## src/ebpso_pkg.sv

```systemverilog
// Contract
// RULE1 - Eight two-way pins with direction, latch, level.
// RULE2 - Direction bit one turns driver off.
// RULE3 - Direction bit zero drives latch bit out.
// RULE4 - Latch register reads back latch, not pins.
// RULE5 - Pins independent; port read returns pin levels.
// RULE6 - After reset all pins are inputs.
// RULE7 - Control bit four selects parallel slave bus.
// RULE8 - Slave mode overrides the direction bits.
// RULE9 - External read drives pins from latch.
// RULE10 - External write data captured from pins.
// RULE11 - Three pins also carry PWM channels B-D.
// RULE12 - Dual or quad PWM disables slave mode.
// RULE13 - Active PWM channel beats latch and slave data.
// RULE14 - Port register write updates latch, not direction.
package ebpso_pkg;

  // ==========================================================================
  // Register map
  localparam int          ADDR_W          = 8;
  localparam logic [7:0]  OFS_PIN_LEVEL   = 8'h00;
  localparam logic [7:0]  OFS_OUT_LATCH   = 8'h04;
  localparam logic [7:0]  OFS_PIN_DIR     = 8'h08;
  localparam logic [7:0]  OFS_AUX_CTRL    = 8'h0C;
  localparam logic [7:0]  OFS_SLAVE_IN    = 8'h10;

  // ==========================================================================
  // Fields and reset values
  localparam int          PORT_W          = 8;
  localparam int          AUX_MODE_BIT    = 4;
  localparam int          PWM_CH_N        = 3;
  localparam int          PWM_PIN_BASE    = 5;
  localparam logic [7:0]  RST_LATCH       = 8'h00;
  localparam logic [7:0]  RST_DIR         = 8'hFF;
  localparam logic        RST_MODE        = 1'b0;
  localparam logic [7:0]  RST_SLAVE_IN    = 8'h00;

  // ==========================================================================
  // Bus encodings
  localparam logic [2:0]  HSIZE_WORD      = 3'h2;
  localparam int          HTRANS_ACT_BIT  = 1;

endpackage

```

## src/ebpso_top.sv

```systemverilog
// The AHB-Lite interface to the registers and the register offsets were chosen for this implementation.
`timescale 1ns/100ps
module ebpso_top #(
  parameter int PORT_W   = ebpso_pkg::PORT_W,
  parameter int PWM_CH_N = ebpso_pkg::PWM_CH_N
) (
  // Clock and reset
  input  wire logic                CLK,
  input  wire logic                RST_N,
  // AHB-Lite slave
  input  wire logic                HSEL,
  input  wire logic [31:0]         HADDR,
  input  wire logic [1:0]          HTRANS,
  input  wire logic                HWRITE,
  input  wire logic [2:0]          HSIZE,
  input  wire logic [31:0]         HWDATA,
  input  wire logic                HREADY,
  output logic      [31:0]         HRDATA,
  output logic                     HREADYOUT,
  output logic                     HRESP,
  // Port pins
  input  wire logic [PORT_W-1:0]   PIN_I,
  output logic      [PORT_W-1:0]   PIN_O,
  output logic      [PORT_W-1:0]   PIN_OE,
  // External processor strobes
  input  wire logic                SLAVE_RD,
  input  wire logic                SLAVE_WR,
  // PWM unit, same clock
  input  wire logic [PWM_CH_N-1:0] PWM_ACTIVE,
  input  wire logic [PWM_CH_N-1:0] PWM_OUT,
  input  wire logic                PWM_MULTI
);

  // ==========================================================================
  // Reset release
  logic rst_n_s1_ff;
  logic rst_n_s2_ff;
  logic rst_n;

  always_ff @(posedge CLK or negedge RST_N) begin
    if (!RST_N) begin
      rst_n_s1_ff <= 1'b0;
      rst_n_s2_ff <= 1'b0;
    end else begin
      rst_n_s1_ff <= 1'b1;
      rst_n_s2_ff <= rst_n_s1_ff;
    end
  end

  assign rst_n = rst_n_s2_ff;

  // ==========================================================================
  // Pin and strobe synchronisers
  localparam int SYNC_W = PORT_W + 2;

  logic [SYNC_W-1:0] sync_s1_ff;
  logic [SYNC_W-1:0] sync_s2_ff;
  logic [PORT_W-1:0] pin_lvl;
  logic              slv_rd;
  logic              slv_wr;

  always_ff @(posedge CLK or negedge rst_n) begin
    if (!rst_n) begin
      sync_s1_ff <= '0;
      sync_s2_ff <= '0;
    end else begin
      sync_s1_ff <= {SLAVE_WR, SLAVE_RD, PIN_I};
      sync_s2_ff <= sync_s1_ff;
    end
  end

  assign pin_lvl = sync_s2_ff[PORT_W-1:0];
  assign slv_rd  = sync_s2_ff[PORT_W];
  assign slv_wr  = sync_s2_ff[PORT_W+1];

  // ==========================================================================
  // Bus address phase
  logic                      ap_valid;
  logic [ebpso_pkg::ADDR_W-1:0] ap_addr;
  logic                      dp_wr_ff;
  logic [ebpso_pkg::ADDR_W-1:0] dp_addr_ff;

  assign ap_valid  = HSEL && HTRANS[ebpso_pkg::HTRANS_ACT_BIT] && HREADY;
  assign ap_addr   = HADDR[ebpso_pkg::ADDR_W-1:0];
  assign HREADYOUT = 1'b1;
  assign HRESP     = 1'b0;

  // Narrow writes are dropped; only whole words reach the registers.
  always_ff @(posedge CLK or negedge rst_n) begin
    if (!rst_n) begin
      dp_wr_ff   <= 1'b0;
      dp_addr_ff <= '0;
    end else if (HREADY) begin
      dp_wr_ff   <= ap_valid && HWRITE && (HSIZE == ebpso_pkg::HSIZE_WORD);
      dp_addr_ff <= ap_addr;
    end
  end

  // ==========================================================================
  // Registers
  logic [PORT_W-1:0] latch_ff;
  logic [PORT_W-1:0] dir_ff;
  logic              mode_ff;
  logic [PORT_W-1:0] slave_in_ff;
  logic [PORT_W-1:0] nxt_latch;
  logic [PORT_W-1:0] nxt_dir;
  logic              nxt_mode;
  logic [PORT_W-1:0] nxt_slave_in;
  logic              slave_en;

  // Dual or quad PWM forces the port back to ordinary I/O.
  assign slave_en = mode_ff && !PWM_MULTI; // [RULE12]

  always_comb begin
    nxt_latch = latch_ff;
    nxt_dir   = dir_ff;
    nxt_mode  = mode_ff;
    if (dp_wr_ff) begin
      if (dp_addr_ff == ebpso_pkg::OFS_PIN_LEVEL) begin
        nxt_latch = HWDATA[PORT_W-1:0]; // [RULE14]
      end else if (dp_addr_ff == ebpso_pkg::OFS_OUT_LATCH) begin
        nxt_latch = HWDATA[PORT_W-1:0]; // [RULE4]
      end else if (dp_addr_ff == ebpso_pkg::OFS_PIN_DIR) begin
        nxt_dir = HWDATA[PORT_W-1:0]; // [RULE5]
      end else if (dp_addr_ff == ebpso_pkg::OFS_AUX_CTRL) begin
        nxt_mode = HWDATA[ebpso_pkg::AUX_MODE_BIT]; // [RULE7]
      end
    end
  end

  always_comb begin
    nxt_slave_in = slave_in_ff;
    if (slave_en && slv_wr && !slv_rd) begin
      nxt_slave_in = pin_lvl; // [RULE10]
    end
  end

  always_ff @(posedge CLK or negedge rst_n) begin
    if (!rst_n) begin
      latch_ff <= ebpso_pkg::RST_LATCH;
    end else begin
      latch_ff <= nxt_latch;
    end
  end

  always_ff @(posedge CLK or negedge rst_n) begin
    if (!rst_n) begin
      dir_ff <= ebpso_pkg::RST_DIR; // [RULE6]
    end else begin
      dir_ff <= nxt_dir;
    end
  end

  always_ff @(posedge CLK or negedge rst_n) begin
    if (!rst_n) begin
      mode_ff <= ebpso_pkg::RST_MODE;
    end else begin
      mode_ff <= nxt_mode;
    end
  end

  always_ff @(posedge CLK or negedge rst_n) begin
    if (!rst_n) begin
      slave_in_ff <= ebpso_pkg::RST_SLAVE_IN;
    end else begin
      slave_in_ff <= nxt_slave_in;
    end
  end

  // ==========================================================================
  // Read data, registered at the address phase from the next-state values
  // so a write in the previous data phase is already visible.
  logic [31:0] nxt_rdata;

  always_comb begin
    nxt_rdata = 32'h0000_0000;
    if (ap_addr == ebpso_pkg::OFS_PIN_LEVEL) begin
      nxt_rdata[PORT_W-1:0] = pin_lvl; // [RULE5]
    end else if (ap_addr == ebpso_pkg::OFS_OUT_LATCH) begin
      nxt_rdata[PORT_W-1:0] = nxt_latch; // [RULE4]
    end else if (ap_addr == ebpso_pkg::OFS_PIN_DIR) begin
      nxt_rdata[PORT_W-1:0] = nxt_dir;
    end else if (ap_addr == ebpso_pkg::OFS_AUX_CTRL) begin
      nxt_rdata[ebpso_pkg::AUX_MODE_BIT] = nxt_mode;
    end else if (ap_addr == ebpso_pkg::OFS_SLAVE_IN) begin
      nxt_rdata[PORT_W-1:0] = nxt_slave_in;
    end
  end

  always_ff @(posedge CLK or negedge rst_n) begin
    if (!rst_n) begin
      HRDATA <= 32'h0000_0000;
    end else if (ap_valid && !HWRITE) begin
      HRDATA <= nxt_rdata;
    end
  end

  // ==========================================================================
  // Pin drive
  logic [PORT_W-1:0] mux_o;
  logic [PORT_W-1:0] mux_oe;

  ebpso_pin_mux #(
    .PORT_W   (PORT_W),
    .PWM_CH_N (PWM_CH_N)
  ) u_mux (
    .latch    (latch_ff),
    .dir      (dir_ff),
    .slave_en (slave_en),
    .slave_rd (slv_rd),
    .pwm_act  (PWM_ACTIVE),
    .pwm_val  (PWM_OUT),
    .pin_o    (mux_o),
    .pin_oe   (mux_oe)
  );

  always_ff @(posedge CLK or negedge rst_n) begin
    if (!rst_n) begin
      PIN_O  <= '0;
      PIN_OE <= '0; // [RULE6]
    end else begin
      PIN_O  <= mux_o;
      PIN_OE <= mux_oe;
    end
  end
endmodule // ebpso_top

```

## src/ebpso_pin_mux.sv

```systemverilog
`timescale 1ns/100ps
module ebpso_pin_mux #(
  parameter int PORT_W       = ebpso_pkg::PORT_W,
  parameter int PWM_CH_N     = ebpso_pkg::PWM_CH_N,
  parameter int PWM_PIN_BASE = ebpso_pkg::PWM_PIN_BASE
) (
  // Port state
  input  wire logic [PORT_W-1:0]   latch,
  input  wire logic [PORT_W-1:0]   dir,
  // Slave bus
  input  wire logic                slave_en,
  input  wire logic                slave_rd,
  // PWM channels
  input  wire logic [PWM_CH_N-1:0] pwm_act,
  input  wire logic [PWM_CH_N-1:0] pwm_val,
  // Pin drive
  output logic      [PORT_W-1:0]   pin_o,
  output logic      [PORT_W-1:0]   pin_oe
);

  // ==========================================================================
  // Per-pin priority: PWM, then slave bus, then ordinary port.
  genvar gi;
  generate
    for (gi = 0; gi < PORT_W; gi++) begin : g_pin // [RULE1] [RULE5]
      logic pwm_on;
      logic pwm_bit;
      if (gi >= PWM_PIN_BASE && gi < PWM_PIN_BASE + PWM_CH_N) begin : g_pwm // [RULE11]
        assign pwm_on  = pwm_act[gi-PWM_PIN_BASE];
        assign pwm_bit = pwm_val[gi-PWM_PIN_BASE];
      end else begin : g_nopwm
        assign pwm_on  = 1'b0;
        assign pwm_bit = 1'b0;
      end
      always_comb begin
        if (pwm_on) begin // [RULE13]
          pin_oe[gi] = 1'b1;
          pin_o[gi]  = pwm_bit;
        end else if (slave_en) begin // [RULE8]
          pin_oe[gi] = slave_rd; // [RULE9]
          pin_o[gi]  = latch[gi];
        end else begin
          pin_oe[gi] = ~dir[gi]; // [RULE2] [RULE3]
          pin_o[gi]  = latch[gi];
        end
      end
    end
  endgenerate

endmodule // ebpso_pin_mux

```

## config.mk

```make
export PLATFORM = sky130hd
export DESIGN_NAME = ebpso_top
export DESIGN_NICKNAME = d
export VERILOG_FILES = /design/src/ebpso_pkg.sv /design/src/ebpso_top.sv /design/src/ebpso_pin_mux.sv
export SDC_FILE = /design/constraint.sdc
export NUM_CORES = 1
export LEC_CHECK = 0
export ABC_AREA = 0
export ABC_CLOCK_PERIOD_IN_PS = 3800
export BUFFER_PORTS_ARGS = -buffer_cell sky130_fd_sc_hd__buf_2
export CORE_ASPECT_RATIO = 0.9
export CORE_UTILIZATION = 40
export CTS_CLUSTER_SIZE = 30
export DETAILED_ROUTE_END_ITERATION = 7
export GPL_TIMING_DRIVEN = 1
export PLACE_DENSITY = 0.76
export SLEW_MARGIN = 20
export SYNTH_ARGS = -nofsm -noshare
export SYNTH_HDL_FRONTEND = slang
export SYNTH_SLANG_ARGS = --single-unit
```

## constraint.sdc

```tcl
create_clock -name CLK -period 3.8 [get_ports CLK]
set_clock_uncertainty 0.1 [all_clocks]
set_input_delay 0.76 -clock CLK [delete_from_list [all_inputs] [get_ports CLK]]
set_output_delay 0.76 -clock CLK [all_outputs]
set_load 0.05 [all_outputs]
```

==> results of run 1 <==
## power by group through the flow
stage,combinational [mW],clock (mW),sequential (mW)
2_1_floorplan,0.168,0,1.10
3_3_place_gp,0.327,0,1.00
3_5_place_dp,0.335,0,1.01
4_1_cts,0.335,0.617,0.992
5_1_grt,0.371,0.664,0.991
6_report,0.348,0.602,0.981
## placed cells by master, fill, tap and decap left out, drive strengths merged
| cell | instances |
|---|---|
| nor4b | 1 |
| and3b | 2 |
| clkinv | 3 |
| nor3 | 1 |
| nor4bb | 2 |
| nand3 | 2 |
| nor3b | 1 |
| mux2i | 2 |
| inv | 3 |
| o21ba | 7 |
| buf | 69 |
| a31oi | 8 |
| or2 | 3 |
| clkbuf | 12 |
| a21oi | 15 |
| nor2 | 6 |
| nand3b | 2 |
| a22oi | 1 |
| o21ai | 1 |
| dfstp | 8 |
| xor2 | 1 |
| and4b | 1 |
| a2bb2oi | 1 |
| nand2 | 7 |
| mux2 | 36 |
| nand4 | 3 |
| dfrtp | 72 |
| conb | 27 |
| nand2b | 1 |
| nand4b | 1 |
| o22ai | 8 |
| nor4 | 1 |
## synth_stat cells
library cell  count
a21oi_1          15
a22oi_1           1
a2bb2oi_2         1
a31oi_1           8
and3b_1           2
and4b_1           1
buf_1             1
buf_2             3
buf_4            26
clkbuf_1          4
conb_1            2
dfrtp_1          72
dfstp_2           8
inv_1             2
mux2_2           36
mux2i_1           2
nand2_1           7
nand2b_1          1
nand3_1           2
nand3b_1          1
nand3b_2          1
nand4_1           3
nand4b_2          1
nor2_1            6
nor3_2            1
nor3b_2           1
nor4_1            1
nor4b_4           1
nor4bb_1          2
o21ai_0           1
o21ba_2           7
o22ai_1           8
or2_2             3
xor2_1            1
## through the flow
stage               cell area, um2   util  worst slack [ns]  hold WS (ns)  std cells
finish                        3760  0.492              1.59        0.0718        404
global route                  3760  0.492              1.50        0.0444        404
CTS                           3740  0.488              1.65        0.0567        403
detailed placement            3540  0.462              1.28         0.236        387
global placement              3540  0.462              1.31         0.235        387
floorplan                     3290      -              1.32         0.231        257
## registers in the layout, indices dropped and copies added (netlist names)
register     count
slave_in_ff      8
PIN_O            8
PIN_OE           8
rst_n_s1_ff      1
HRDATA           8
rst_n            1
dir_ff           8
dp_wr_ff         1
mode_ff          1
sync_s1_ff      10
dp_addr_ff       8
latch_ff         8
sync_s2_ff      10
## area by class of cell
| cell class | instances | area, um2 |
|---|---|---|
| inverter | 2 | 7.51 |
| tap | 96 | 120 |
| clock inverter | 4 | 35.0 |
| clock buffer | 12 | 165 |
| multi-input combinational | 141 | 1040 |
| sequential | 80 | 2020 |
| fill | 702 | 3890 |
| timing repair buffer | 69 | 375 |
## metal layers
layer	up-vias	share of wire	track usage
met4	0	0.014	0.0638
li1	913	-	-
met1	1010	0.42	0.181
met3	11	0.065	0.0781
met5	-	0	0
met2	74	0.50	0.264
## worst max-delay path by stage
stage                     startpoint        end  cells past startpoint  slack, ns
after floorplan                rst_n  HRDATA[0]                      0       1.32
after CTS                   HADDR[0]  HRDATA[7]                      6       1.65
final                       HADDR[0]  HRDATA[2]                      6       1.59
after detailed placement    HADDR[0]  HRDATA[7]                      6       1.28
after global routing        HADDR[0]  HRDATA[2]                      6       1.50
after global placement      HADDR[0]  HRDATA[2]                      6       1.31
## logic make-up after synthesis
| kind of cell | count (synthesis) | synth area share |
|---|---|---|
| other cells | 2 | 0.00235 |
| buf+inv | 36 | 0.0739 |
| compound gates | 41 | 0.0853 |
| simple gates | 34 | 0.0739 |
| mux | 38 | 0.133 |
| flops | 80 | 0.629 |
| xor+xnor | 1 | 0.00274 |
==> metrics, run 1 <==
status complete, no violations; DR vias/cell 4.97; critical path class primary input to flop; CTS H-tree lvls 3; power share of the clock group 0.312; switch share 0.310; Syn Area/Cell 13.8 um2; Tot Pwr 1.93 mW; core area 7660 um2; TritonCTS clock tree built; Final Max Tran Viols 0; Post-Syn Instances 232; sequential fraction of design power 0.508; period utilization 0.582; share of power burned in combinational logic 0.180; Seq/Total Area, Yosys 0.629; final hold violation count 0; Highest Clock Rate 0.452 GHz; Synth top area share 0.563; Final nets 394; CP Launch Type primary input; arrival time worst endpoint 2.38 ns; DRC viols 0; share of layout cells above drive strength 1 0.474; full die area 8360 um2; P_sw 598 uW; Horiz. Die Dim 96.3 um; Initial Utilization 0.418; Post-CTS Setup Bufs 0; initial antenna violation count 0; first-pass GRT wire length 9660 um; Syn Std Cell Area 3200 um2; R2R Path End HRDATA[7]; final setup fails 0; Post-DP HPWL 4300 um; maximum fanout along the worst path 8; First-pass DRT Iterations 4; vias in the first global route 2026; hold bufs inserted after CTS 0; Final ANT Viol Nets 0; RSZ-0062 raised after global routing false; Cell Int Power 1.33 mW; Synth cell types 34; Worst-path clk slew 0.08 ns; Root Driver clkbuf_8; PD cells 513 nW/um2; synth top area cells dfrtp_1, mux2_2, dfstp_2; Crit path max-delay family simple AND/OR/NAND/NOR gates; Wirelength per Cell 15.3 um; r2r setup slk 1.81 ns; Critical Path Sink Type flop; Yosys top cell by area dfrtp_1; YS warnings 0; Core Rows 30; largest net degree at the start of global routing 79; Inserted Diodes 0; CTS Buffer Depth 2; Total Routing Usage GR 0.162; RR Startpoint dp_addr_ff[1]; max_cap viols 0; Yosys reg bits 80; via count 2008; Final GP Congestion 0.793; clk_lat worst skew 0.35 ns; CP max stage delay 0.47 ns; Crit path buffers/inverters 1; worst-path cell chain buf_2 > nor4_1 > nor3b_2 > and3b_1 > a21oi_1 > a31oi_1; final worst path period need 2.21 ns; CP max-delay cell and3b_1; total gr overflow 0; Reg2Reg Depth 5; LEAKAGE 1.72 nW; Total Wirelength 6170 um; Worst VDD drop 0.000195 V; Critical Path RT 3.97 ns; area delta synth->final 17.6%; Setup TNS 0 ns; Top Ports 141; TritonCTS Buffers 9; post-cts sizing count 0; Buffers on Ports 65; CTS Sinks 80; DR iter-0 viols 95; Tightest Hold Check Type primary input to asynchronous set/reset pin; die outline height 86.8 um
Note: power is estimated with default switching activity, not from simulation.
==> inputs of run 2 (changes only) <==
- ABC_AREA: 0 -> 1
- ABC_CLOCK_PERIOD_IN_PS: 3800 -> 2000
- PLACE_DENSITY: 0.76 -> 0.78
- clock period: 3.8 -> 2 ns (I/O delays scaled with it)
==> run 2 against run 1 <==
Critical path depth grew 3. Count of clock-buffer cells in the layout shrank 2. First-iteration DRC count increased by 19%. Final area up 7.1%. Die area rose by 7.1%. Critical path type is now flop to flop. Critical endpoint is now HRDATA[5]. Largest cell class unchanged.
==> metrics, run 2 <==
vias in the first global route 2302 (was 2026); area delta synth->final 17.4% (was 17.6%); Yosys reg bits 80 (unchanged); arrival time worst endpoint 1.83 ns (was 2.38 ns); Horiz. Die Dim 99.6 um (was 96.3 um); Reg2Reg Depth 9 (was 5); Final ANT Viol Nets 0 (unchanged); Synth cell types 29 (was 34); TritonCTS clock tree built (unchanged); total gr overflow 0 (unchanged); DR vias/cell 4.32 (was 4.97); period utilization 0.845; TritonCTS Buffers 9 (unchanged); RSZ-0062 raised after global routing false (unchanged); hold slack 0.0543 ns (was 0.0718 ns); LEAKAGE 2.16 nW (was 1.72 nW); First-pass DRT Iterations 4 (unchanged); Hold Path Sink sync_s1_ff[4]; Area after DPL 3800 um2 (was 3540 um2); Synth top area share 0.525 (was 0.563); Worst VDD drop 0.000413 V (was 0.000195 V); CP max-delay cell dfrtp_1 (was and3b_1); Inserted Diodes 0 (unchanged); Crit path max-delay family simple AND/OR/NAND/NOR gates (unchanged); Yosys top cell by area dfrtp_1 (unchanged); Buffers on Ports 65 (unchanged); Initial Utilization 0.419 (was 0.418); YS warnings 0 (unchanged); final hold violation count 0 (unchanged); Layout Cells excl Fill 549 (was 404); Worst-path clk slew 0.08 ns (about the same); Top Registers sync_s1_ff: 10 flops, sync_s2_ff: 10 flops (unchanged); Final Max Tran Viols 0 (unchanged); R2R Path End HRDATA[5] (was HRDATA[7]); status complete, no violations (unchanged); critical path class flop to flop (was primary input to flop); most frequent cells in the layout nand2_1, dfrtp_1, buf_2 (was dfrtp_1, buf_2, mux2_2); HP Start PIN_I[4]; cell with the most instances after synthesis nand2_1 (was dfrtp_1); Async SR Flop Fraction 1.00 (unchanged); Fillers 755 (was 702); met2 usage 0.245 (was 0.264); Post-Synth Simple-Gate Area 0.249 (was 0.0739); via count 2374 (was 2008); CP max stage delay 0.39 ns (was 0.47 ns); Post-Syn Instances 354 (was 232); final setup fails 0 (unchanged); Tot Pwr 3.26 mW (was 1.93 mW); worst-path cell chain nor2_1 > nand2_1 > nor2_4 > buf_4 > nand3b_1 > nand3_1 > nand4_1 > nand2_1 > nand2_1 (was buf_2 > nor4_1 > nor3b_2 > and3b_1 > a21oi_1 > a31oi_1); Total Routing Usage GR 0.154 (was 0.162); Synth Flop Type dfrtp_1 (unchanged); Final GP Congestion 0.798 (was 0.793); die outline height 89.9 um (was 86.8 um); synth top area cells dfrtp_1, nand2_1, dfstp_2 (was dfrtp_1, mux2_2, dfstp_2); RR Startpoint dp_addr_ff[6] (was dp_addr_ff[1]); CTS Buffer Depth 2 (unchanged); Post-DP HPWL 4720 um (was 4300 um); Syn Area/Cell 9.70 um2 (was 13.8 um2); Global Route met3 Usage 0.0622 (was 0.0781); dpl cells 532 (was 387); Post-synth EDFFs 0 (unchanged); CTS Sinks 80 (unchanged); CP Launch Type flop (was primary input); XOR/XNOR share of the synthesized area 0 (was 0.00274); Tightest Hold Check Type primary input to flop (was primary input to asynchronous set/reset pin); Top Ports 141 (unchanged); final worst path period need 1.69 ns; adder-cell share of the synthesized area 0 (unchanged); Worst Setup SP dp_addr_ff[6] (was HADDR[0]); Root Driver clkbuf_8 (unchanged); core area 8180 um2 (was 7660 um2); most frequent cells after synthesis nand2_1, dfrtp_1, inv_1 (was dfrtp_1, mux2_2, buf_4); M1 GR Usage 0.191 (was 0.181); max_cap viols 0 (unchanged); r2r setup slk 0.31 ns (was 1.81 ns); Setup TNS 0 ns (unchanged); first-pass GRT wire length 10700 um (was 9660 um); compound-cell area share of the yosys netlist 0.0518 (was 0.0853); Critical Path RT 2.14 ns (was 3.97 ns); largest family of logic cells by synthesized area simple AND/OR/NAND/NOR gates (was multiplexers); Crit path buffers/inverters 1 (unchanged); Syn Std Cell Area 3430 um2 (was 3200 um2); hold path depth 1; Core Rows 31 (was 30); initial antenna violation count 0 (unchanged); Finished Cell Area 4030 um2 (was 3760 um2); largest net degree at the start of global routing 47 (was 79); maximum fanout along the worst path 7 (was 8); Post-CTS Setup Bufs 0 (unchanged); Seq/Total Area, Yosys 0.586 (was 0.629); most common cell after layout, fill and taps aside nand2_1 (was dfrtp_1); CP most frequent cell nand2_1; Highest Clock Rate 0.592 GHz; Total Wirelength 6290 um (was 6170 um); DRC viols 0 (unchanged); PD cells 809 nW/um2 (was 513 nW/um2); full die area 8960 um2 (was 8360 um2); Wirelength per Cell 11.5 um (was 15.3 um); Final nets 520 (was 394); post-synthesis mux area share 0.00328 (was 0.133); share of layout cells above drive strength 1 0.286 (was 0.474); clk_lat worst skew 0.35 ns (about the same); CTS H-tree lvls 3 (unchanged); Critical Path Sink Type flop (unchanged); DR iter-0 viols 113 (was 95); busiest grt layer met2 (unchanged)
run 2: cell types whose count changed in the layout (fill, tap and decap cells not counted), moves of 6 or more:
cell / delta
a31oi_1: -8
and2_1: +8
inv_1: +28
mux2_2: -35
nand2_1: +88
nand2_2: +10
nand3_1: +14
nand3b_1: +6
nor2_1: +10
o21ai_0: +12
o21ba_2: -7
o22ai_1: -7
run 2: logic make-up after synthesis:
logic type,Yosys count
compound gates,33
buf+inv,65
flops,80
mux,1
other cells,2
simple gates,173
run 2: metal layers:
layer,share of wire,up-vias
met4,0.012,0
met2,0.46,85
met5,0,-
met1,0.44,1072
li1,-,1206
met3,0.085,11
run 2: what timing repair did:
item | in CTS | in global routing
endpoints found under the setup margin | 0 | 5
gates resized for setup | 0 | 3
hold buffers | 1 | 0
endpoints found under the hold margin | 2 | 0
run 2: area by class of cell:
type                    instances  area [um2]  share of cell area
multi-input cells             234        1150               0.287
inverters                      33         124              0.0307
flip-flops and latches         80        2020               0.500
repair buffers                 71         385              0.0956
well taps                     115         144              0.0357
clock buffers                  10         138              0.0342
clock inverters                 6        68.8              0.0171
run 2: power by group:
group / total, mW / internal [mW] / switching [mW]
registers: 1.72 / 1.68 / 0.0372
logic: 0.348 / 0.0796 / 0.268
clock network: 1.19 / 0.614 / 0.577
total: 3.26 / 2.38 / 0.883
run 2: worst reg2reg max path: cells and delay by family (launching register included):
family | cells | cell delay [ns]
AND/OR/NAND/NOR | 8 | 0.91
flip-flops | 1 | 0.39
buffers and inverters | 1 | 0.20
run 2: through the flow:
step / utilization / worst slack (ns)
2_1_floorplan: - / 0.546
3_3_place_gp: 0.465 / 0.269
3_5_place_dp: 0.465 / 0.183
4_1_cts: 0.491 / 0.159
5_1_grt: 0.492 / 0.118
6_report: 0.492 / 0.311
run 2: worst max-delay path by stage:
stage | end | slack [ns] | cells after the start
floorplan | HRDATA[0] | 0.55 | 0
detailed placement | HRDATA[4] | 0.18 | 10
CTS | HRDATA[4] | 0.16 | 10
finish | HRDATA[5] | 0.31 | 9
global route | HRDATA[2] | 0.12 | 10
global placement | HRDATA[4] | 0.27 | 10
